==> src/core/sfwl_pkg.sv <==
// constants shared by the serial frequency word loader
package sfwl_pkg;
  localparam int unsigned WORD_W      = 32;
  localparam int unsigned CNT_W       = 6;
  localparam int unsigned WLEN_W      = 2;
  // word length select encoding: 0=8, 1=16, 2=24, 3=32 bits
  localparam logic [1:0] WLEN_8      = 2'h0;
  localparam logic [1:0] WLEN_16     = 2'h1;
  localparam logic [1:0] WLEN_24     = 2'h2;
  localparam logic [1:0] WLEN_32     = 2'h3;
  localparam logic [1:0] WLEN_RST    = 2'h3;
  localparam logic [5:0] BITS_PER_STEP = 6'h08;
  localparam logic [31:0] HOLD_RST   = 32'h0000_0000;
  localparam logic [31:0] SHIFT_RST  = 32'h0000_0000;
  localparam logic [5:0]  CNT_RST    = 6'h00;
  typedef enum logic [1:0] {
    SFWL_IDLE  = 2'b00,
    SFWL_SHIFT = 2'b01,
    SFWL_XFER  = 2'b11
  } sfwl_state_e;
endpackage

==> src/core/sfwl_port.sv <==
// one serial frequency port: shift register, down-counter, holding register
`timescale 1ns/100ps
module sfwl_port (
  input  wire logic                       core_clk_in,
  input  wire logic                       sys_rst_in,
  input  wire logic                       clk_en_in,
  input  wire logic [sfwl_pkg::WLEN_W-1:0] word_len_in,
  input  wire logic                       ser_data_in,
  input  wire logic                       word_sync_in,
  output logic [sfwl_pkg::WORD_W-1:0]     hold_word_out,
  output logic                            word_load_out,
  output logic                            busy_out
);
  import sfwl_pkg::*;

  sfwl_state_e           state;
  logic [CNT_W-1:0]      bit_cnt;
  logic [WORD_W-1:0]     shift_reg;
  logic [CNT_W-1:0]      next_bit_cnt;

  // programmed length in bits: (sel+1)*8
  always_comb begin
    next_bit_cnt = BITS_PER_STEP * ({4'h0, word_len_in} + 6'h01);
  end

  // sync loads the counter, then one bit per clock until it runs out
  always_ff @(posedge core_clk_in or posedge sys_rst_in) begin
    if (sys_rst_in) begin
      state   <= SFWL_IDLE;
      bit_cnt <= CNT_RST;
    end else if (clk_en_in) begin
      case (state)
        SFWL_IDLE: begin
          if (word_sync_in) begin
            state   <= SFWL_SHIFT;
            bit_cnt <= next_bit_cnt;
          end
        end
        SFWL_SHIFT: begin
          bit_cnt <= bit_cnt - 6'h01;
          if (bit_cnt == 6'h01) begin
            state <= SFWL_XFER;
          end
        end
        SFWL_XFER: begin
          // shifter back in service the cycle after the transfer
          state <= SFWL_IDLE;
        end
        default: begin
          state <= SFWL_IDLE;
        end
      endcase
    end
  end

  // msb-first data enters at bit 0 and walks upward
  always_ff @(posedge core_clk_in or posedge sys_rst_in) begin
    if (sys_rst_in) begin
      shift_reg <= SHIFT_RST;
    end else if (clk_en_in) begin
      if (state == SFWL_IDLE && word_sync_in) begin
        shift_reg <= SHIFT_RST;
      end else if (state == SFWL_SHIFT) begin
        shift_reg <= {shift_reg[WORD_W-2:0], ser_data_in};
      end
    end
  end

  // left-justify short words, low bits zero
  always_ff @(posedge core_clk_in or posedge sys_rst_in) begin
    if (sys_rst_in) begin
      hold_word_out <= HOLD_RST;
      word_load_out <= 1'b0;
    end else if (clk_en_in) begin
      word_load_out <= (state == SFWL_XFER);
      if (state == SFWL_XFER) begin
        case (word_len_in)
          WLEN_8:  hold_word_out <= {shift_reg[7:0], 24'h000000};
          WLEN_16: hold_word_out <= {shift_reg[15:0], 16'h0000};
          WLEN_24: hold_word_out <= {shift_reg[23:0], 8'h00};
          default: hold_word_out <= shift_reg;
        endcase
      end
    end else begin
      word_load_out <= 1'b0;
    end
  end

  always_ff @(posedge core_clk_in or posedge sys_rst_in) begin
    if (sys_rst_in) begin
      busy_out <= 1'b0;
    end else if (clk_en_in) begin
      busy_out <= (state == SFWL_IDLE) ? word_sync_in : (state == SFWL_SHIFT);
    end
  end

  a_sync_starts_shift: assert property (@(posedge core_clk_in) disable iff (sys_rst_in)
    (clk_en_in && state == SFWL_IDLE && word_sync_in) |=> (state == SFWL_SHIFT))
    else $error("sync did not start shifting");
  a_count_loaded: assert property (@(posedge core_clk_in) disable iff (sys_rst_in)
    (clk_en_in && state == SFWL_IDLE && word_sync_in) |=> (bit_cnt == $past(next_bit_cnt)))
    else $error("down-counter not loaded with word length");
  a_xfer_after_last: assert property (@(posedge core_clk_in) disable iff (sys_rst_in)
    (clk_en_in && state == SFWL_SHIFT && bit_cnt == 6'h01) |=> (state == SFWL_XFER))
    else $error("no transfer after last bit");
  a_shift_rearm: assert property (@(posedge core_clk_in) disable iff (sys_rst_in)
    (clk_en_in && state == SFWL_XFER) |=> (state == SFWL_IDLE))
    else $error("shifter not re-enabled after transfer");
  a_shift_bit_in: assert property (@(posedge core_clk_in) disable iff (sys_rst_in)
    (clk_en_in && state == SFWL_SHIFT) |=> (shift_reg[0] == $past(ser_data_in)))
    else $error("serial bit not sampled");
  a_load_pulse: assert property (@(posedge core_clk_in) disable iff (sys_rst_in)
    word_load_out |-> !$past(word_load_out))
    else $error("load strobe longer than one cycle");
  a_short_zero: assert property (@(posedge core_clk_in) disable iff (sys_rst_in)
    (word_load_out && word_len_in == WLEN_8 && $stable(word_len_in))
      |-> (hold_word_out[23:0] == 24'h000000))
    else $error("low bits of short word not zero");
endmodule

==> src/core/sfwl_top.sv <==
// serial frequency word loader: carrier and sample offset ports
`timescale 1ns/100ps
// Functional notes
// two independent serial ports: carrier offset and sample offset words
// word length 8, 16, 24 or 32 bits from a configuration field
// serial data pin sampled into a shift register each rising edge
// sender raises sync one clock before the first data bit
// sync loads down-counter with length; one bit shifted per clock
// after last bit, shifting stops and word copies to 32-bit holding register
// shift register re-enabled the cycle after the transfer
// short words land in the upper bits, low bits zeroed
// sender transmits most significant bit first
// sender holds sync for at most one clock per word
// each port has own shift, counter and holding register
module sfwl_top (
  input  wire logic                        core_clk_in,
  input  wire logic                        sys_rst_in,
  input  wire logic                        clk_en_in,
  input  wire logic [sfwl_pkg::WLEN_W-1:0] word_len_sel_in,
  input  wire logic                        carrier_offset_serial_data_in,
  input  wire logic                        carrier_offset_word_sync_in,
  input  wire logic                        sample_offset_serial_data_in,
  input  wire logic                        sample_offset_word_sync_in,
  output logic [sfwl_pkg::WORD_W-1:0]      carrier_offset_word_out,
  output logic                             carrier_offset_load_out,
  output logic                             carrier_offset_busy_out,
  output logic [sfwl_pkg::WORD_W-1:0]      sample_offset_word_out,
  output logic                             sample_offset_load_out,
  output logic                             sample_offset_busy_out
);
  import sfwl_pkg::*;

  // pins come from an outside device: two stages before use
  logic [3:0] pin_meta;
  logic [3:0] pin_sync;
  logic [WLEN_W-1:0] wlen;

  always_ff @(posedge core_clk_in or posedge sys_rst_in) begin
    if (sys_rst_in) begin
      pin_meta <= 4'h0;
      pin_sync <= 4'h0;
    end else if (clk_en_in) begin
      pin_meta <= {sample_offset_word_sync_in, sample_offset_serial_data_in,
                   carrier_offset_word_sync_in, carrier_offset_serial_data_in};
      pin_sync <= pin_meta;
    end
  end

  // length register; same delay on both ports so words stay aligned
  always_ff @(posedge core_clk_in or posedge sys_rst_in) begin
    if (sys_rst_in) begin
      wlen <= WLEN_RST;
    end else if (clk_en_in) begin
      wlen <= word_len_sel_in;
    end
  end

  // separate instances keep the ports fully independent
  sfwl_port u_carrier (
    .core_clk_in   (core_clk_in),
    .sys_rst_in    (sys_rst_in),
    .clk_en_in     (clk_en_in),
    .word_len_in   (wlen),
    .ser_data_in   (pin_sync[0]),
    .word_sync_in  (pin_sync[1]),
    .hold_word_out (carrier_offset_word_out),
    .word_load_out (carrier_offset_load_out),
    .busy_out      (carrier_offset_busy_out)
  );

  sfwl_port u_sample (
    .core_clk_in   (core_clk_in),
    .sys_rst_in    (sys_rst_in),
    .clk_en_in     (clk_en_in),
    .word_len_in   (wlen),
    .ser_data_in   (pin_sync[2]),
    .word_sync_in  (pin_sync[3]),
    .hold_word_out (sample_offset_word_out),
    .word_load_out (sample_offset_load_out),
    .busy_out      (sample_offset_busy_out)
  );

  a_ports_apart: assert property (@(posedge core_clk_in) disable iff (sys_rst_in)
    (carrier_offset_load_out && !sample_offset_busy_out && !$past(sample_offset_load_out))
      |=> $stable(sample_offset_word_out))
    else $error("carrier load disturbed sample port");
endmodule

==> config.mk <==
export PLATFORM = sky130hd
export DESIGN_NAME = sfwl_top
export DESIGN_NICKNAME = d
export VERILOG_FILES = /design/src/core/sfwl_pkg.sv /design/src/core/sfwl_port.sv /design/src/core/sfwl_top.sv
export SDC_FILE = /design/constraint.sdc
export NUM_CORES = 1
export LEC_CHECK = 0
export CORE_MARGIN = 4
export CORE_UTILIZATION = 35
export CTS_CLUSTER_DIAMETER = 100
export DETAILED_ROUTE_END_ITERATION = 8
export DONT_BUFFER_PORTS = 1
export SYNTH_ARGS = -nofsm -noshare
export SYNTH_HDL_FRONTEND = slang
export SYNTH_SLANG_ARGS = --single-unit
==> constraint.sdc <==
create_clock -name core_clk_in -period 7.65 [get_ports core_clk_in]
set_input_delay 1.1475 -clock core_clk_in [delete_from_list [all_inputs] [get_ports core_clk_in]]
set_output_delay 1.1475 -clock core_clk_in [all_outputs]
set_load 0.02 [all_outputs]
# After elaboration in Yosys (flattened, before gate mapping)
# Cells that the tools add are included.
# word_totals
elab_cells	67
output_inout_bits	68
regBits	158
# op_classes
n_eq_ne	12
n_reduce_logical	17
muxes	20
add_sub_neg	3
# ops
operator	count
one-hot mux 32 bit (3 select lines)	2
two-way mux 32 bit	4
one-hot mux 6 bit (2 select lines)	2
== test 6 x 1 -> 1 bit, second input constant	2
two-way mux 6 bit	2
AND reduction 3 bit	4
subtractor 6 x 1 -> 6 bit, second input constant	2
two-way mux 2 bit	4
one-hot mux 2 bit (2 select lines)	2
AND reduction 2 bit	4
nonzero test 2 bit	4
== test 2 x 1 -> 1 bit, second input constant	3
== test 2 bit, second input constant	3
zero test 2 bit	3
two-way mux 1 bit	4
inequality test 2 x 1 -> 1 bit, second input constant	2
inequality test 2 bit, second input constant	2
adder 2 x 1 -> 3 bit, second input constant	1
logical AND 1 bit	2

# Depth between registers and ports, before layout
# Gate-level depths: netlist (run 1).
# logic_depth
depth_word	4
depth_mapped	7
mapped_depth_nobuf	5

# By module
# A second synthesis (run 1) with hierarchy kept.
# hier_totals
hier_cells	648
area_unflattened_um2	7304.5
# modules_own_cells
mod	cells_each	n_inst	area_per_inst_um2	seq_area_each_um2
sfwl_port	313	2	3443.3	1851.8
sfwl_top	22	1	417.9	252.7

# Worst setup path after synthesis (run 1)
# Ideal clock, no wire load.
# synth_timing
path_kind	in2reg
from	input clk_en_in
to	register u_sample.shift_reg[0]
cell_stages	7
t_required_ps	7529
setup_ps	121
arrival_ps	2089
path_slack_ps	5440
path_cell_list	buf_6 > nor2b_4 > buf_6 > and2_4 > buf_6 > buf_6 > a22o_1
# synth_between
elab_chain_len	1
# synth_lines
item	line	source
start: declaration	sfwl_top.sv:18	input wire logic clk_en_in,
AND reduction 2 bit (no line)	--	
end signal: assignment	sfwl_port.sv:64	shift_reg <= {shift_reg[WORD_W-2:0], ser_data_in};
end: declaration	sfwl_port.sv:18	logic [WORD_W-1:0] shift_reg;
# Every way passes these cells.
# A chain may end at the register's enable or synchronous reset.

# Worst setup path after layout (run 1)
# layout_timing
from	register wlen[0]
to	register u_sample.hold_word_out[28] (netlist bit)
# layout_between
elab_chain_len	2
# layout_lines
item	line	source
start: declaration	sfwl_top.sv:36	logic [WLEN_W-1:0] wlen;
start signal: assignment	sfwl_top.sv:54	wlen <= word_len_sel_in;
== test 2 bit (tied with other cells)	sfwl_port.sv:77	case (word_len_in)
one-hot mux 32 bit (3 select lines) *	sfwl_port.sv:77	
end signal: assignment	sfwl_port.sv:78	WLEN_8: hold_word_out <= {shift_reg[7:0], 24'h000000};
end signal: assignment	sfwl_port.sv:79	WLEN_16: hold_word_out <= {shift_reg[15:0], 16'h0000};
end signal: assignment	sfwl_port.sv:80	WLEN_24: hold_word_out <= {shift_reg[23:0], 8'h00};
end: declaration	sfwl_port.sv:10	output logic [sfwl_pkg::WORD_W-1:0] hold_word_out,
# Every way passes the cells marked *; elsewhere a longest branch is shown, timed or not.

==> metrics.md, run 1 <==
| Metric | Value |
|---|---|
| Net Sw Power | 1120 uW |
| Nets | 624 |
| Top cell type's share of synthesized area | 54.9% |
| Root buf cell | clkbuf_16 |
| Async S/R FF share, synth | 100% |
| Synth unique cells | 42 |
| Hpwl dp | 10600 um |
| Startpoint Class | flip-flop |
| Share of cells above drive strength 1 | 9.52% |
| Post-Synth Adder-Cell Area | 1.41% |
| Pre-antenna DRT Iters | 5 |
| CTS resizes | 0 |
| Core footprint | 0.0197 mm^2 |
| TritonCTS Buffers | 17 |
| Setup TNS | 0 ns |
| Initial antenna violation count | 0 |
| RSZ-0062 raised after global routing | false |
| Compound-cell area share of the yosys netlist | 24.6% |
| Post-synthesis register bit count | 158 |
| Initial DRC count | 400 |
| Die X | 150 um |
| F_max | 377 MHz |
| Die area | 0.0226 mm^2 |
| Global Route Usage Sum | 14.7% |
| Chip Height | 150 um |
| Initial Util | 36.0% |
| Clock transition at path regs | 0.07 ns |
| CP Capture Type | flip-flop |
| Multiplexer share of the synthesized area | 1.55% |
| # diodes | 0 |
| Largest family of logic cells by synthesized area | compound AO/OA/AOI/OAI gates |
| Via count | 5021 |
| Metal3 WL | 1160 um |
| Register area share after synthesis | 55.7% |
| Crit Path Class | reg2reg |
| Post-Synth Simple-Gate Area | 10.3% |
| Final WL | 16300 um |
| Endpoints failing hold | 0 |
| Hold WS | 0.509 ns |
| Worst-margin pin slew | 1.11 ns |
| Synth warn | 0 |
| Synthesized area | 0.00710 mm^2 |
| Final worst path period need | 2.65 ns |
| Metal-1 WL | 7660 um |
| Num Clock Sinks | 158 |
| Site Rows | 51 |
| Setup-failing EPs final | 0 |
| DRT antenna net count | 0 |
| HP Class | reg2reg |
| Drt drc | 0 |
| DR WL met2 | 7250 um |
| Longest Clk Path Bufs | 2 |
| Main synth FF type | dfrtp_1 |
| Leading post-synthesis cells by cell area | dfrtp_1 (55%), a22o_1 (6.7%), a221oi_1 (3.8%), nand2_1 (3.6%), a21oi_1 (2.7%) |
| Final-report max-slew violation count | 0 |
| Largest net degree at the start of global routing | 85 |
| Vias in the first global route | 4602 |
| I/O Buffers | 0 |
| Placer congestion estimate | 0.830 |
| Post-CTS Setup Repair Bufs | 0 |
| Via density | 5.67 |
| Drt wl/cell | 18.5 um |
| Mapped Cells | 641 |
| Internal | 1890 uW |
| Clk pwr share | 29.3% |
| Max Cap Viol | 0 |
| Hold-fix buffers, CTS | 0 |
| First-pass GRT wire length | 26300 um |
| DR top layer | met4 |
| Syn avg cell area | 11.1 um^2 |
| Logic gate share of total power | 19.9% |
| Htree depth | 4 |
| Clk_skew | 0.0142 ns |
| Synth Area in XOR/XNOR | 0% |
| CTS tree | built |
| Layout area overhead | 9.39% |
| Total grt overflow | 0 |
| Io pins | 77 |
| Worst-skew pair later-pin latency | 0.43 ns |
| Req. time, crit path | 8.02 ns |
| EDFF count, synth | 0 |
| Switching Share | 37.2% |
| Area leader, netlist | dfrtp_1 |
| Sequential power share | 50.8% |
| Leakage dissipation | 0.00348 uW |
| CP Max Fanout | 58 |
| Pwr dens | 387 mW/mm^2 |
| Status | finished, final reports clean |
| Crit path DAT | 3.02 ns |
| Post-Syn Nets | 658 |
| Max VDD drop | 0.164 mV |
| Relative slew slack | 26.1% |
| Part of the cycle the worst path needs | 34.7% |
## critical path: stages (launching register included)
cell and delay, ns:
dfstp_2 0.58, ha_2 0.82, buf_4 0.58, a21oi_1 0.09, a221oi_1 0.37, a21o_1 0.12
## routing by layer
metal	up-vias	GRT usage, %
li1	2301	-
met1	2541	21.5
met2	160	20.5
met3	19	4.46
met4	0	5.12
met5	-	0
## kinds of logic after synthesis
logic type               Yosys count
multiplexers                      10
AO/OA/AOI/OAI                    244
AND/OR/NAND/NOR                  132
adder cells (fa/ha/maj)            8
flip-flops                       158
buffers and inverters             89
## final cells by class
class	instances	area, um^2
tap	265	332
clock buffer	18	439
sequential	158	3960
inverter	31	121
timing repair buffer	5	37.5
multi-input combinational	394	2710
fill	1870	11900
clock inverter	14	180
## power groups by stage
| stage | Combinational [uW] | Clock, uW | Sequential, uW |
|---|---|---|---|
| CTS | 602 | 901 | 1530 |
| detailed placement | 601 | 0 | 1540 |
| global route | 668 | 940 | 1570 |
| finish | 599 | 882 | 1530 |
| global placement | 577 | 0 | 1530 |
| floorplan | 555 | 0 | 1400 |
## through the flow
stage,cells,total power [uW],worst slack (ns),util [%],cell area [um^2]
6_report,885,3010,5.00,39.4,7770
5_1_grt,885,3180,4.77,39.4,7770
4_1_cts,885,3030,4.99,39.4,7770
3_5_place_dp,853,2140,4.89,36.3,7150
3_3_place_gp,853,2110,4.93,36.3,7150
2_1_floorplan,641,1960,2.24,-,7100
## layout by cell type, fill, tap and decap left out, types with 3 or more instances in the layout
| cell type | n |
|---|---|
| dfrtp_1 | 156 |
| nand2_1 | 68 |
| a22o_1 | 54 |
| a21oi_1 | 38 |
| o21ai_0 | 38 |
| a221oi_1 | 31 |
| inv_1 | 30 |
| o22ai_1 | 20 |
| a22oi_1 | 18 |
| and3b_1 | 18 |
| nor2b_1 | 18 |
| clkbuf_16 | 17 |
| a21o_1 | 16 |
| o31ai_1 | 16 |
| mux2_2 | 8 |
| ha_1 | 7 |
| inv_6 | 5 |
| buf_4 | 5 |
| nor3_1 | 4 |
| o211ai_1 | 4 |
| clkinvlp_4 | 4 |
| and2_1 | 3 |
| or4b_1 | 3 |
| bufinv_16 | 3 |
## path summary, 6_finish.rpt
kind	from	endpoint	slack [ns]	depth (start not counted)
max	wlen[0]$_DFFE_PP1P_	u_sample.hold_word_out[28]$_DFFE_PP0P_	5.00	5
min	u_carrier.shift_reg[24]$_DFFE_PP0P_	u_carrier.shift_reg[24]$_DFFE_PP0P_	0.51	1
max reg2reg	wlen[0]$_DFFE_PP1P_	u_sample.hold_word_out[28]$_DFFE_PP0P_	5.00	5
min reg2reg	u_carrier.shift_reg[24]$_DFFE_PP0P_	u_carrier.shift_reg[24]$_DFFE_PP0P_	0.51	1
max in group asynchronous	sys_rst_in	u_carrier.shift_reg[23]$_DFFE_PP0P_	5.50	2
min in group asynchronous	sys_rst_in	u_sample.shift_reg[6]$_DFFE_PP0P_	0.72	1
## synthesized netlist by cell type (all sizes together), types with 4 or more instances
library cell,instances
dfrtp,156
nand2,70
a22o,54
a21oi,38
o21ai,38
a221oi,32
buf,32
inv,31
clkbuf,26
o22ai,20
nor2b,19
a22oi,18
and3b,18
a21o,16
o31ai,16
ha,8
mux2,8
and2,4
nor3,4
o211ai,4
or4b,4
Power figures use the tool's default switching activity.
==> inputs of run 2 (changes only) <==
clock period = 2.2 ns   (was 7.65 ns; I/O delays follow)
==> metrics.md, run 2 (synthesis gave the netlist of run 1 again) <==
| Metric | Value |
|---|---|
| Root buf cell | clkbuf_16 |
| RSZ-0062 raised after global routing | false |
| Final worst path period need | 1.80 ns (-0.852 ns) |
| Crit path DAT | 2.12 ns (-0.90 ns) |
| Leakage dissipation | 0.00352 uW (+1.2%) |
| CTS tree | built |
| Clk_skew | 0.00876 ns (-0.00543 ns) |
| CP Max Fanout | 48 (-17%) |
| F_max | 556 MHz (+47%) |
| CTS resizes | 0 (unchanged) |
| Layout area overhead | 10.8% |
| Clock transition at path regs | 0.06 ns (about the same) |
| Setup-failing EPs final | 0 (unchanged) |
| Worst Reg-to-Reg Cells | 6 (+1) |
| DRT antenna net count | 0 (unchanged) |
| Total grt overflow | 0 (unchanged) |
| Crit Path Class | reg2reg |
| Initial Util | 36.0% (unchanged) |
| Worst path cell trace | inv_1 -> ha_1 -> buf_4 -> a22oi_1 -> a221oi_1 -> a21o_1 |
| Worst path bufs/invs | 2 (+1) |
| # diodes | 0 (unchanged) |
| Pwr dens | 1330 mW/mm^2 (+240%) |
| Global Route Usage Sum | 15.2% (+0.56 points) |
| Worst path depth | 6 (+1) |
| CP peak stage delay | 0.57 ns (-0.25 ns) |
| Largest net degree at the start of global routing | 87 (+2.4%) |
| Worst-skew pair later-pin latency | 0.43 ns (about the same) |
| Num Clock Sinks | 158 (unchanged) |
| Share of cells above drive strength 1 | 10.3% (+0.82 points) |
| Reg-to-reg critical path startpoint | wlen[0]$_DFFE_PP1P_ |
| Crit-path slowest cell | dfstp_2 |
| TritonCTS Buffers | 17 (unchanged) |
| M1 GR Usage | 22.4% (+0.91 points) |
| Most frequent cells in the layout | dfrtp_1 (156), nand2_1 (68), a22o_1 (54) |
| Htree depth | 4 (unchanged) |
| Final WL | 16900 um (+3.3%) |
| Hpwl dp | 10900 um (+2.9%) |
| Top delay family on crit path | flip-flops |
| HP Class | in2reg |
| Drt drc | 0 (unchanged) |
| Hold WS | 0.0171 ns (-0.492 ns) |
| Nets | 633 (+1.4%) |
| Die area | 0.0226 mm^2 (unchanged) |
| Gr busiest metal | met1 |
| Req. time, crit path | 2.52 ns (-5.50 ns) |
| Core footprint | 0.0197 mm^2 (unchanged) |
| Via density | 5.53 (-2.5%) |
| Fin util | 39.9% (+0.52 points) |
| Reg2Reg Setup Slack | 0.40 ns (-4.60 ns) |
| Die X | 150 um (unchanged) |
| I/O Buffers | 0 (unchanged) |
| Relative slew slack | 58.7% (+33 points) |
| CP Capture Type | flip-flop |
| Drt wl/cell | 18.9 um (+2.2%) |
| Startpoint Class | flip-flop |
| Via count | 4947 (-1.5%) |
| Initial antenna violation count | 0 (unchanged) |
| Hold-fix buffers, CTS | 2 (+2) |
| Reg2reg end | u_carrier.hold_word_out[27]$_DFFE_PP0P_ |
| Worst-margin pin slew | 0.617 ns (-0.490 ns) |
| First-pass GRT wire length | 27300 um (+3.7%) |
| Site Rows | 51 (unchanged) |
| GRT met2 Usage | 20.8% (+0.34 points) |
| Vias in the first global route | 4844 (+5.3%) |
| Io pins | 77 (unchanged) |
| Pre-antenna DRT Iters | 5 (unchanged) |
| Part of the cycle the worst path needs | 81.8% (+47 points) |
| Max Cap Viol | 0 (unchanged) |
| Post-CTS Setup Repair Bufs | 0 (unchanged) |
| Most common cell after layout, fill and taps aside | dfrtp_1 |
| Final-report max-slew violation count | 0 (unchanged) |
| Status | finished, final reports clean |
| Placer congestion estimate | 0.913 (+9.9%) |
| GRT met3 Usage | 4.58% (+0.12 points) |
| Fillers | 1886 (+0.86%) |
| Crit path capture | u_carrier.hold_word_out[27]$_DFFE_PP0P_ |
| Chip Height | 150 um (unchanged) |
| Max VDD drop | 0.556 mV (+240%) |
| Longest Clk Path Bufs | 2 (unchanged) |
| CP startpoint | wlen[0]$_DFFE_PP1P_ |
| Initial DRC count | 512 (+28%) |
| Endpoints failing hold | 0 (unchanged) |
[run 2: layer usage]
layer	part of all wire [%]	wire, um
met1	48	8080
met2	43	7250
met3	7.0	1180
met4	2.0	345
met5	0	0
[run 2: how the worst min path moves through the flow]
stage	from	endpoint	slack (ns)	cells after the start
global route	clk_en_in	u_carrier.state[1]$_DFFE_PP0P_	0.004	1
global placement	sys_rst_in	u_sample.shift_reg[13]$_DFFE_PP0P_	0.38	2
finish	clk_en_in	u_carrier.state[1]$_DFFE_PP0P_	0.02	1
detailed placement	sys_rst_in	u_sample.shift_reg[6]$_DFFE_PP0P_	0.37	2
floorplan	word_len_sel_in[1]	wlen[1]$_DFFE_PP1P_	0.44	2
CTS	clk_en_in	u_carrier.state[1]$_DFFE_PP0P_	0.005	1
[run 2: area by class of cell]
cell class | count | area [um^2] | share of cell area, %
multi-input combinational | 394 | 2710 | 34.4
clock buffer | 21 | 470 | 5.97
timing repair buffer | 14 | 160 | 2.03
inverter | 31 | 120 | 1.53
sequential | 158 | 3960 | 50.2
tap | 265 | 332 | 4.21
clock inverter | 11 | 130 | 1.65
[run 2: stage by stage]
step	setup slack, ns	total power (uW)	cell area, um^2	instances	setup TNS, ns
after detailed placement	0.427	7500	7250	860	0
after floorplan	-0.129	6810	7110	641	-20.16
after CTS	0.415	10500	7870	894	0
final	0.400	10500	7870	894	0
after global routing	0.292	11000	7870	894	0
after global placement	0.465	7370	7250	860	0
[run 2: worst register-to-register path, delay by kind of cell, from the launching register on]
family / cells / cell delay [ns]
adders and majority gates: 1 / 0.20
DFF: 1 / 0.57
buffers and inverters: 2 / 0.36
AOI/OAI and AO/OA: 3 / 0.55
[run 2: power breakdown]
part / internal (uW) / switching [uW]
logic: 1010 / 1130
registers: 3760 / 1570
clock network: 1770 / 1210
total: 6540 / 3910
